==> config.mk <==
export PLATFORM = sky130hd
export DESIGN_NAME = rih_handler
export DESIGN_NICKNAME = d
export VERILOG_FILES = /design/src/rih_pkg.sv /design/src/rih_skid_buf.sv /design/src/rih_block_store.sv /design/src/rih_handler.sv
export VERILOG_INCLUDE_DIRS = /design/src
export SDC_FILE = /design/constraint.sdc
export NUM_CORES = 2
export LEC_CHECK = 0
export ABC_AREA = 1
export CORE_ASPECT_RATIO = 0.9
export CORE_MARGIN = 4
export CORE_UTILIZATION = 55
export CTS_BUF_LIST = sky130_fd_sc_hd__clkbuf_8
export CTS_CLUSTER_SIZE = 10
export DETAILED_ROUTE_END_ITERATION = 8
export DONT_BUFFER_PORTS = 1
export PLACE_DENSITY = 0.74
export SLEW_MARGIN = 20
export SYNTH_ARGS = -nofsm -noshare
export SYNTH_HDL_FRONTEND = slang
export SYNTH_SLANG_ARGS = --single-unit
export TNS_END_PERCENT = 100
==> constraint.sdc <==
create_clock -name ref_clk -period 5.3 [get_ports ref_clk]
set_clock_uncertainty 0.2 [all_clocks]
set_input_delay 1.06 -clock ref_clk [delete_from_list [all_inputs] [get_ports ref_clk]]
set_output_delay 1.06 -clock ref_clk [all_outputs]
set_load 0.05 [all_outputs]
==> src/rih_cfg.svh <==
`ifndef RIH_CFG_SVH
`define RIH_CFG_SVH

// command and response codes
`define RIH_CMD_IDENT 8'h00
`define RIH_CMD_READ 8'h06
`define RIH_RSP_IDENT 8'h01
`define RIH_RSP_READ 8'h07

// identify request codes and request data
`define RIH_RC_SYSCODE 8'h01
`define RIH_RC_PROTO 8'h02
`define RIH_RDATA_ALL 16'h0083
`define RIH_RDATA_LOW 16'h0001

// count ranges for services and blocks
`define RIH_CNT_MIN 8'h01
`define RIH_CNT_MAX 8'h0F

// status flags
`define RIH_SF_OK 8'h00
`define RIH_SF1_ERR 8'hFF
`define RIH_SF2_SVC_CNT 8'hA1
`define RIH_SF2_BLK_CNT 8'hA2
`define RIH_SF2_SVC_MIS 8'hA3

// frame layout
`define RIH_ID_LAST 8'h07
`define RIH_IDENT_BODY_LAST 8'h03
`define RIH_RC_POS 8'h02
`define RIH_IDENT_LEN 8'h11
`define RIH_IDENT_LEN_RD 8'h13
`define RIH_READ_ERR_LEN 8'h0B
`define RIH_READ_HDR_LEN 8'h0C
`define RIH_POS_ID_END 8'h08
`define RIH_POS_RTD 8'h09
`define RIH_POS_RTD_END 8'h10
`define RIH_POS_RDATA_HI 8'h11
`define RIH_POS_SF2 8'h0A
`define RIH_POS_BLKN 8'h0B
`define RIH_ELEM_SHORT_BIT 7

`endif

==> src/rih_pkg.sv <==
package rih_pkg;

  typedef struct packed {
    logic [7:0] data;
    logic last;
  } rih_beat_t;

  typedef enum logic [3:0] {
    RIH_S_IDLE = 4'b0000,
    RIH_S_IDB = 4'b0001,
    RIH_S_ID = 4'b0010,
    RIH_S_SVCN = 4'b0011,
    RIH_S_SVC = 4'b0100,
    RIH_S_BLKN = 4'b0101,
    RIH_S_BE0 = 4'b0110,
    RIH_S_BE1 = 4'b0111,
    RIH_S_BE2 = 4'b1000,
    RIH_S_SKIP = 4'b1001,
    RIH_S_DROP = 4'b1010,
    RIH_S_TX = 4'b1011
  } rih_state_t;

endpackage : rih_pkg

==> src/rih_skid_buf.sv <==
`timescale 1ns/1ps
module rih_skid_buf (
  input wire logic ref_clk,
  input wire logic sys_rst,
  input rih_pkg::rih_beat_t in_beat,
  input wire logic in_valid,
  output logic in_ready,
  output rih_pkg::rih_beat_t out_beat,
  output logic out_valid,
  input wire logic out_ready
);
  rih_pkg::rih_beat_t spare_reg;
  logic spare_valid_reg;
  wire pop = out_valid & out_ready;
  wire push = in_valid & in_ready;

  // ready only looks at the spare slot, so it never depends on out_ready
  assign in_ready = ~spare_valid_reg;

  always_ff @(posedge ref_clk) begin
    if (sys_rst) begin
      out_valid <= 1'b0;
      out_beat <= '0;
      spare_valid_reg <= 1'b0;
      spare_reg <= '0;
    end else if (!out_valid || pop) begin
      if (spare_valid_reg) begin
        out_beat <= spare_reg;
        spare_valid_reg <= 1'b0;
      end else begin
        out_beat <= in_beat;
        out_valid <= push;
      end
    end else if (push) begin
      spare_reg <= in_beat;
      spare_valid_reg <= 1'b1;
    end
  end
endmodule : rih_skid_buf

==> src/rih_block_store.sv <==
`timescale 1ns/1ps
module rih_block_store (
  input wire logic ref_clk,
  input wire logic wr_en,
  input wire logic [7:0] wr_addr,
  input wire logic [7:0] wr_data,
  input wire logic [7:0] rd_addr,
  output logic [7:0] rd_data
);
  // sixteen blocks of sixteen bytes, no reset: contents come from the loader
  logic [7:0] mem [0:255];

  always_ff @(posedge ref_clk) begin
    if (wr_en) begin
      mem[wr_addr] <= wr_data;
    end
  end

  assign rd_data = mem[rd_addr];
endmodule : rih_block_store

==> src/rih_handler.sv <==
`timescale 1ns/1ps
`include "rih_cfg.svh"
module rih_handler (
  input wire logic ref_clk,
  input wire logic sys_rst,
  input rih_pkg::rih_beat_t rx_beat,
  input wire logic rx_valid,
  output logic rx_ready,
  output rih_pkg::rih_beat_t tx_beat,
  output logic tx_valid,
  input wire logic tx_ready,
  input wire logic [63:0] card_id,
  input wire logic [63:0] resp_time,
  input wire logic [15:0] system_code,
  input wire logic rf_rate_select,
  input wire logic mem_wr_en,
  input wire logic [7:0] mem_wr_addr,
  input wire logic [7:0] mem_wr_data
);
  rih_pkg::rih_state_t st_reg, st_next;
  logic [7:0] cnt_reg, cnt_next;
  logic is_read_reg, is_read_next;
  logic [7:0] rc_reg, rc_next;
  logic [7:0] k_reg, k_next;
  logic [7:0] m_reg, m_next;
  logic [7:0] sf2_reg, sf2_next;
  logic [15:0] svc0_reg, svc0_next;
  logic mis_reg, mis_next;
  logic short_reg, short_next;
  logic [3:0] bi_reg, bi_next;
  logic [3:0] blk_reg [0:14];
  logic rx_ready_next;

  rih_pkg::rih_beat_t push_beat;
  logic buf_ready;
  logic [7:0] tx_byte;
  logic [7:0] mem_rd_data;

  wire take = rx_valid & rx_ready;
  wire [7:0] din = rx_beat.data;
  wire din_last = rx_beat.last;
  wire in_range = (din >= `RIH_CNT_MIN) && (din <= `RIH_CNT_MAX);
  wire [7:0] svc_end = {k_reg[6:0], 1'b0} - 8'h01;
  wire [7:0] svc_ref = cnt_reg[0] ? svc0_reg[7:0] : svc0_reg[15:8];
  wire svc_diff = (cnt_reg > 8'h01) && (din != svc_ref);
  wire elem_last = ({4'h0, bi_reg} == m_reg - 8'h01);
  wire rd_error = (sf2_reg != `RIH_SF_OK);
  wire rc_adds = (rc_reg == `RIH_RC_SYSCODE) || (rc_reg == `RIH_RC_PROTO);

  // request data and frame length for the pending answer
  wire [15:0] proto_data =
    rf_rate_select ? `RIH_RDATA_LOW : `RIH_RDATA_ALL;
  wire [15:0] req_data =
    (rc_reg == `RIH_RC_SYSCODE) ? system_code : proto_data;
  wire [7:0] ident_len =
    rc_adds ? `RIH_IDENT_LEN_RD : `RIH_IDENT_LEN;
  wire [7:0] read_len = rd_error ? `RIH_READ_ERR_LEN
    : `RIH_READ_HDR_LEN + {m_reg[3:0], 4'h0};
  wire [7:0] tx_len = is_read_reg ? read_len : ident_len;
  wire tx_end = (cnt_reg == tx_len - 8'h01);
  wire push_valid = (st_reg == rih_pkg::RIH_S_TX);
  wire push = push_valid & buf_ready;

  // byte slices of stored id and descriptor, most significant first
  logic [7:0] id_b [0:7];
  logic [7:0] rtd_b [0:7];
  genvar g;
  generate
    for (g = 0; g < 8; g++) begin : g_bytes
      assign id_b[g] = card_id[63 - 8 * g -: 8];
      assign rtd_b[g] = resp_time[63 - 8 * g -: 8];
    end
  endgenerate

  wire [2:0] id_idx = 3'(cnt_reg - 8'h01);
  wire [2:0] rtd_idx = 3'(cnt_reg - `RIH_POS_RTD);
  wire [7:0] blk_off = cnt_reg - `RIH_READ_HDR_LEN;
  wire [3:0] slot = blk_off[7:4];
  wire [7:0] mem_rd_addr = {blk_reg[slot], blk_off[3:0]};

  always_comb begin
    if (cnt_reg == 8'h00) begin
      tx_byte = is_read_reg ? `RIH_RSP_READ : `RIH_RSP_IDENT;
    end else if (cnt_reg <= `RIH_POS_ID_END) begin
      tx_byte = id_b[id_idx];
    end else if (!is_read_reg) begin
      if (cnt_reg <= `RIH_POS_RTD_END) begin
        tx_byte = rtd_b[rtd_idx];
      end else if (cnt_reg == `RIH_POS_RDATA_HI) begin
        tx_byte = req_data[15:8];
      end else begin
        tx_byte = req_data[7:0];
      end
    end else if (cnt_reg < `RIH_POS_SF2) begin
      tx_byte = rd_error ? `RIH_SF1_ERR : `RIH_SF_OK;
    end else if (cnt_reg == `RIH_POS_SF2) begin
      tx_byte = sf2_reg;
    end else if (cnt_reg == `RIH_POS_BLKN) begin
      tx_byte = m_reg;
    end else begin
      tx_byte = mem_rd_data;
    end
  end

  assign push_beat.data = tx_byte;
  assign push_beat.last = tx_end;

  // an answer goes out only after the frame's last byte has been seen;
  // a frame cut short before its fields are complete gets no answer unless a count or service error was already flagged
  always_comb begin
    st_next = st_reg;
    cnt_next = cnt_reg;
    is_read_next = is_read_reg;
    rc_next = rc_reg;
    k_next = k_reg;
    m_next = m_reg;
    sf2_next = sf2_reg;
    svc0_next = svc0_reg;
    mis_next = mis_reg;
    short_next = short_reg;
    bi_next = bi_reg;
    case (st_reg)
      rih_pkg::RIH_S_IDLE: begin
        if (take) begin
          cnt_next = 8'h00;
          if (din == `RIH_CMD_IDENT) begin
            is_read_next = 1'b0;
            rc_next = 8'h00;
            st_next = din_last ? rih_pkg::RIH_S_IDLE : rih_pkg::RIH_S_IDB;
          end else if (din == `RIH_CMD_READ) begin
            is_read_next = 1'b1;
            sf2_next = `RIH_SF_OK;
            mis_next = 1'b0;
            bi_next = 4'h0;
            st_next = din_last ? rih_pkg::RIH_S_IDLE : rih_pkg::RIH_S_ID;
          end else begin
            st_next = din_last ? rih_pkg::RIH_S_IDLE : rih_pkg::RIH_S_DROP;
          end
        end
      end
      rih_pkg::RIH_S_IDB: begin
        if (take) begin
          cnt_next = cnt_reg + 8'h01;
          if (cnt_reg == `RIH_RC_POS) begin
            rc_next = din;
          end
          if (cnt_reg == `RIH_IDENT_BODY_LAST) begin
            cnt_next = 8'h00;
            st_next = din_last ? rih_pkg::RIH_S_TX : rih_pkg::RIH_S_SKIP;
          end else if (din_last) begin
            st_next = rih_pkg::RIH_S_IDLE;
          end
        end
      end
      rih_pkg::RIH_S_ID: begin
        if (take) begin
          cnt_next = cnt_reg + 8'h01;
          if (din_last) begin
            st_next = rih_pkg::RIH_S_IDLE;
          end else if (cnt_reg == `RIH_ID_LAST) begin
            st_next = rih_pkg::RIH_S_SVCN;
          end
        end
      end
      rih_pkg::RIH_S_SVCN: begin
        if (take) begin
          k_next = din;
          cnt_next = 8'h00;
          if (!in_range) begin
            sf2_next = `RIH_SF2_SVC_CNT;
            st_next = din_last ? rih_pkg::RIH_S_TX : rih_pkg::RIH_S_SKIP;
          end else begin
            st_next = din_last ? rih_pkg::RIH_S_IDLE : rih_pkg::RIH_S_SVC;
          end
        end
      end
      rih_pkg::RIH_S_SVC: begin
        if (take) begin
          cnt_next = cnt_reg + 8'h01;
          if (cnt_reg == 8'h00) begin
            svc0_next = {din, svc0_reg[7:0]};
          end else if (cnt_reg == 8'h01) begin
            svc0_next = {svc0_reg[15:8], din};
          end
          mis_next = mis_reg | svc_diff;
          if (cnt_reg == svc_end) begin
            cnt_next = 8'h00;
            if (mis_reg | svc_diff) begin
              sf2_next = `RIH_SF2_SVC_MIS;
              st_next = din_last ? rih_pkg::RIH_S_TX : rih_pkg::RIH_S_SKIP;
            end else begin
              st_next = din_last ? rih_pkg::RIH_S_IDLE : rih_pkg::RIH_S_BLKN;
            end
          end else if (din_last) begin
            st_next = rih_pkg::RIH_S_IDLE;
          end
        end
      end
      rih_pkg::RIH_S_BLKN: begin
        if (take) begin
          m_next = din;
          if (!in_range) begin
            sf2_next = `RIH_SF2_BLK_CNT;
            st_next = din_last ? rih_pkg::RIH_S_TX : rih_pkg::RIH_S_SKIP;
          end else begin
            st_next = din_last ? rih_pkg::RIH_S_IDLE : rih_pkg::RIH_S_BE0;
          end
        end
      end
      rih_pkg::RIH_S_BE0: begin
        if (take) begin
          short_next = din[`RIH_ELEM_SHORT_BIT];
          st_next = din_last ? rih_pkg::RIH_S_IDLE : rih_pkg::RIH_S_BE1;
        end
      end
      rih_pkg::RIH_S_BE1, rih_pkg::RIH_S_BE2: begin
        if (take) begin
          if (st_reg == rih_pkg::RIH_S_BE1 && !short_reg) begin
            st_next = din_last ? rih_pkg::RIH_S_IDLE : rih_pkg::RIH_S_BE2;
          end else if (elem_last) begin
            cnt_next = 8'h00;
            st_next = din_last ? rih_pkg::RIH_S_TX : rih_pkg::RIH_S_SKIP;
          end else begin
            bi_next = bi_reg + 4'h1;
            st_next = din_last ? rih_pkg::RIH_S_IDLE : rih_pkg::RIH_S_BE0;
          end
        end
      end
      rih_pkg::RIH_S_SKIP: begin
        if (take && din_last) begin
          cnt_next = 8'h00;
          st_next = rih_pkg::RIH_S_TX;
        end
      end
      rih_pkg::RIH_S_DROP: begin
        if (take && din_last) begin
          st_next = rih_pkg::RIH_S_IDLE;
        end
      end
      rih_pkg::RIH_S_TX: begin
        if (push) begin
          cnt_next = cnt_reg + 8'h01;
          if (tx_end) begin
            st_next = rih_pkg::RIH_S_IDLE;
          end
        end
      end
      default: begin
        st_next = rih_pkg::RIH_S_IDLE;
      end
    endcase
  end

  // input is held off while an answer is being built
  assign rx_ready_next = (st_next != rih_pkg::RIH_S_TX);
  wire blk_we = take && (st_reg == rih_pkg::RIH_S_BE1);

  always_ff @(posedge ref_clk) begin
    if (sys_rst) begin
      st_reg <= rih_pkg::RIH_S_IDLE;
      cnt_reg <= 8'h00;
      is_read_reg <= 1'b0;
      rc_reg <= 8'h00;
      k_reg <= 8'h00;
      m_reg <= 8'h00;
      sf2_reg <= 8'h00;
      svc0_reg <= 16'h0000;
      mis_reg <= 1'b0;
      short_reg <= 1'b0;
      bi_reg <= 4'h0;
      rx_ready <= 1'b0;
    end else begin
      st_reg <= st_next;
      cnt_reg <= cnt_next;
      is_read_reg <= is_read_next;
      rc_reg <= rc_next;
      k_reg <= k_next;
      m_reg <= m_next;
      sf2_reg <= sf2_next;
      svc0_reg <= svc0_next;
      mis_reg <= mis_next;
      short_reg <= short_next;
      bi_reg <= bi_next;
      rx_ready <= rx_ready_next;
    end
  end

  // only the low nibble of the block number addresses the 16-block store
  always_ff @(posedge ref_clk) begin
    if (blk_we) begin
      blk_reg[bi_reg] <= din[3:0];
    end
  end

  rih_block_store u_store (
    .ref_clk(ref_clk),
    .wr_en(mem_wr_en),
    .wr_addr(mem_wr_addr),
    .wr_data(mem_wr_data),
    .rd_addr(mem_rd_addr),
    .rd_data(mem_rd_data)
  );

  rih_skid_buf u_buf (
    .ref_clk(ref_clk),
    .sys_rst(sys_rst),
    .in_beat(push_beat),
    .in_valid(push_valid),
    .in_ready(buf_ready),
    .out_beat(tx_beat),
    .out_valid(tx_valid),
    .out_ready(tx_ready)
  );
endmodule : rih_handler

==> impl_metrics.tcl <==
set metrics [dict create \
    finalSetupViolCount 0 \
    rr_worst_depth 24 \
    internal_power_mw 28.5 \
    fin_setup_tns_ps 0 \
    yosysSeqAreaShare_pct 71.4 \
    cp_common_cell "nand2_1" \
    path_cells "ha_1, inv_2, nand2_2, nand2_2, nand2_1, nand3_1, nand3_1, nand3_2, nand2_4, inv_4, nand2_1, nand3_1, nand3_1, nand3_1, nand3_1, nand2_1, nand2_1, nand2_1, nand2_1, nand2_1, nand2_1, nand2_1, nand2_1, nand2_1" \
    first_pass_iters 7 \
    cp-start-kind "flop" \
    drive_gt1_share_pct 8.15 \
    syn_nets 8026 \
    cts_made_buffers 354 \
    drv_slew 0 \
    finalCritPeriodShare_pct 92.7 \
    antenna_found_initial 24 \
    grt_use_total_pct 30.8 \
    timing.final.crit_period_ps 4910 \
    cts-root-buf "clkbuf_8" \
    p_total_mw 42.4 \
    slowest_stage "nand2_4" \
    r2r_setup_slack_ps 390 \
    worstReg2RegEnd "u_buf.out_beat[6]" \
    overflow 0 \
    max_cap_violations 0 \
    gr-usage-met1_pct 43.7 \
    rows 141 \
    syn2layout_area_growth_pct 9.90 \
    cp_top_family "simple AND/OR/NAND/NOR gates" \
    ios 186 \
    synth_edf_count 2108 \
    design_area_mm2 0.100 \
    n_fill_cell 12700 \
    start_util_pct 55.4 \
    multi_input_area_mm2 0.0232 \
    cp_max_fo 62 \
    regArea_mm2 0.0650 \
    cts_buffer_depth 4 \
    synthArstFlopShare_pct 0 \
    power.density_mw_per_mm2 424 \
    end_kind "flop" \
    cts_max_level 5 \
    seq_power_share_pct 45.3 \
    rsz0062_at_grt "no" \
    synth_cells 7832 \
    power_frac_comb_pct 23.4 \
    maxSlewHeadroom_pct 19.5 \
    ys_types 63 \
    ant_nets 0 \
    grt_pass1_wl_um 396000 \
    grt_max_degree 202 \
    hold_start "mem_wr_data[1]" \
    dpl.hpwl_um 152000 \
    crit_required_ps 6010 \
    ys.flop_type "edfxtp_1" \
    use_met3_pct 9.50 \
    setup_ws_ps 388 \
    drt_iter0_markers 10200 \
    path_clk_slew_ps 60 \
    fp.dieW_um 437 \
    crit_path_max_incr_delay_ps 630 \
    grt_use_met2_pct 44.4 \
    synth_warnings 0 \
    clk_latency_ps 1080 \
    hold_viol_final 0 \
    timing.rr.start "cnt_reg[3]" \
    power.switching_mw 13.9 \
    hp-class "input pin to flop" \
    power_switching_share_pct 32.8 \
    whs_path_depth 0 \
    path_class "flop to flop" \
    ys_ff_latch 2190 \
    place_congestion 0.945 \
    clock-sinks 2190 \
    timing.fmax_ghz 0.204 \
    cts_tree "built" \
    vias 64600 \
    synth.avg_cell_area_um2 11.6 \
    netlist_area_mm2 0.0910 \
    design.core.area_mm2 0.164 \
    dp_slack_ps 498 \
    remaining_drc_errors 0 \
    post_cts_resized 0 \
    p_leak_nw 34.7 \
    arrival_ps 5630 \
    place_area_mm2 0.0932 \
    clockPowerShare_pct 31.3 \
    grt.busiest_layer "met2" \
    via_per_inst 6.23 \
    outcome "finished, final reports clean" \
    grt_pass1_vias 60100 \
    post_drt_wl_per_cell_um 26.2 \
    min_to "u_store.mem[188][1]" \
    die_h_um 394 \
    ir_worst_vdd_mv 0.463 \
    io_buffers 0 \
    largest_reg_flops 2048 \
    path_buf_inv 2 \
    dieArea_mm2 0.172 \
    worst_pin_slew_ps 1210 \
    totalWireLength_um 272000 \
    num-nets-final 8081 \
]
## how the worst max path moves through the flow
stage               start                 to  slack, ps  depth (start not counted)
3_3_place_gp   cnt_reg[3]  u_buf.out_beat[5]        670                         24
6_report       cnt_reg[3]  u_buf.out_beat[6]        390                         24
4_1_cts        cnt_reg[3]  u_buf.out_beat[5]        470                         24
3_5_place_dp   cnt_reg[3]  u_buf.out_beat[5]        500                         24
5_1_grt        cnt_reg[3]  u_buf.out_beat[5]         70                         24
2_1_floorplan  cnt_reg[2]  u_buf.out_beat[1]       1690                         24
## worst reg2reg max path: stages (launching register included)
cell	delay (ps)
dfxtp_1	550
ha_1	350
inv_2	90
nand2_2	120
nand2_2	350
nand2_1	170
nand3_1	90
nand3_1	100
nand3_2	230
nand2_4	630
inv_4	420
nand2_1	190
nand3_1	90
nand3_1	210
nand3_1	110
nand3_1	270
nand2_1	110
nand2_1	70
nand2_1	50
nand2_1	70
nand2_1	50
nand2_1	90
nand2_1	50
nand2_1	80
nand2_1	50
## cell families (layout without fill, tap and decap cells)
kind of cell               after synthesis  in the layout  share of synthesized area, %
AOI/OAI and AO/OA                     1403           1403                          9.05
DFF                                   2190           2190                          71.4
adders and majority gates               19             19                         0.261
and+or+nand+nor                       3517           3517                          15.8
buffers and inverters                  676            976                          3.23
xor gates and xnor gates                25             25                         0.249
other                                    0             16                             0
muxes                                    2              2                        0.0220
## layout make-up
cell class / count / area share, %
Antenna cell: 16 / 0.0400
Clock buffer: 359 / 4.94
Clock inverter: 242 / 1.26
Inverter: 164 / 0.643
Multi-Input combinational cell: 4966 / 23.2
Sequential cell: 2190 / 65.0
Tap cell: 2216 / 2.77
Timing Repair Buffer: 211 / 2.21
## layer usage
| layer | vias to the layer above | routed length [um] |
|---|---|---|
| met2 | 4400 | 119000 |
| met4 | 12 | 11700 |
| met5 | - | 70 |
| met1 | 31200 | 103000 |
| met3 | 685 | 38100 |
| li1 | 28200 | - |
## cells in the final DEF, fill, tap and decap left out, types with 7 or more instances in the layout
master / netlist / final
buf_4: 14 / 156
bufinv_16: 0 / 10
dfxtp_1: 82 / 79
a32oi_1: 14 / 14
clkinvlp_4: 0 / 9
nand4_1: 65 / 65
diode_2: 0 / 16
edfxtp_1: 2108 / 2108
o21ai_0: 582 / 582
clkbuf_8: 0 / 359
nand3b_1: 7 / 7
o22ai_1: 77 / 77
a32o_1: 86 / 86
a21oi_1: 427 / 427
clkinv_2: 0 / 36
xor2_1: 18 / 18
ha_1: 19 / 18
nor2_1: 1053 / 1053
a22o_1: 15 / 15
nand2_2: 11 / 11
o31ai_1: 9 / 8
o2111ai_1: 47 / 47
a22oi_1: 27 / 27
buf_16: 0 / 9
o21bai_1: 19 / 19
buf_12: 0 / 33
a211oi_1: 10 / 10
dlygate4sd3_1: 0 / 13
inv_1: 150 / 257
nand2_1: 1679 / 1677
o211ai_1: 23 / 23
o21ai_1: 20 / 20
clkinv_1: 6 / 82
o221ai_1: 15 / 15
nand3_1: 636 / 631
nor3_1: 43 / 43
## timing repair
| item | CTS | global route |
|---|---|---|
| setup buffers | 0 | 0 |
| hold buffers | 28 | 0 |
| hold endpoints to repair | 916 | 0 |
## metrics by stage
stage | hold WS (ps) | utilization (%) | instances
floorplan | 239 | - | 7832
global placement | 247 | 56.8 | 9719
detailed placement | 260 | 56.8 | 9719
CTS | 0.436 | 60.8 | 10300
global route | -11.0 | 60.9 | 10400
finish | 60.0 | 60.9 | 10400
## cell usage after synthesis (10+ instances only)
master,number,share of area (%)
buf_1,42,0.17
nand2_1,1679,6.9
dfxtp_1,82,1.8
nor2_1,1053,4.3
o21bai_1,19,0.16
buf_4,14,0.12
xor2_1,18,0.17
buf_2,217,1.2
ha_1,19,0.26
o21ai_0,582,3.2
o21ai_1,20,0.11
nand2_2,11,0.076
o221ai_1,15,0.14
nor3_1,43,0.24
a22oi_1,27,0.22
inv_1,150,0.62
a211oi_1,10,0.083
nand3_1,636,3.5
o211ai_1,23,0.19
a32oi_1,14,0.13
clkbuf_1,228,0.94
a21oi_1,427,2.3
a32o_1,86,0.95
a22o_1,15,0.14
nand4_1,65,0.45
o22ai_1,77,0.53
o2111ai_1,47,0.45
edfxtp_1,2108,70
## power groups by stage
stage / clock network (mW) / logic, mW / registers (mW)
3_3_place_gp: 0 / 9.26 / 19.6
2_1_floorplan: 0 / 6.27 / 19.5
3_5_place_dp: 0 / 9.37 / 19.6
4_1_cts: 13.4 / 9.62 / 19.2
5_1_grt: 14.2 / 10.6 / 19.2
6_report: 13.3 / 9.91 / 19.2
Power figures use the tool's default switching activity.
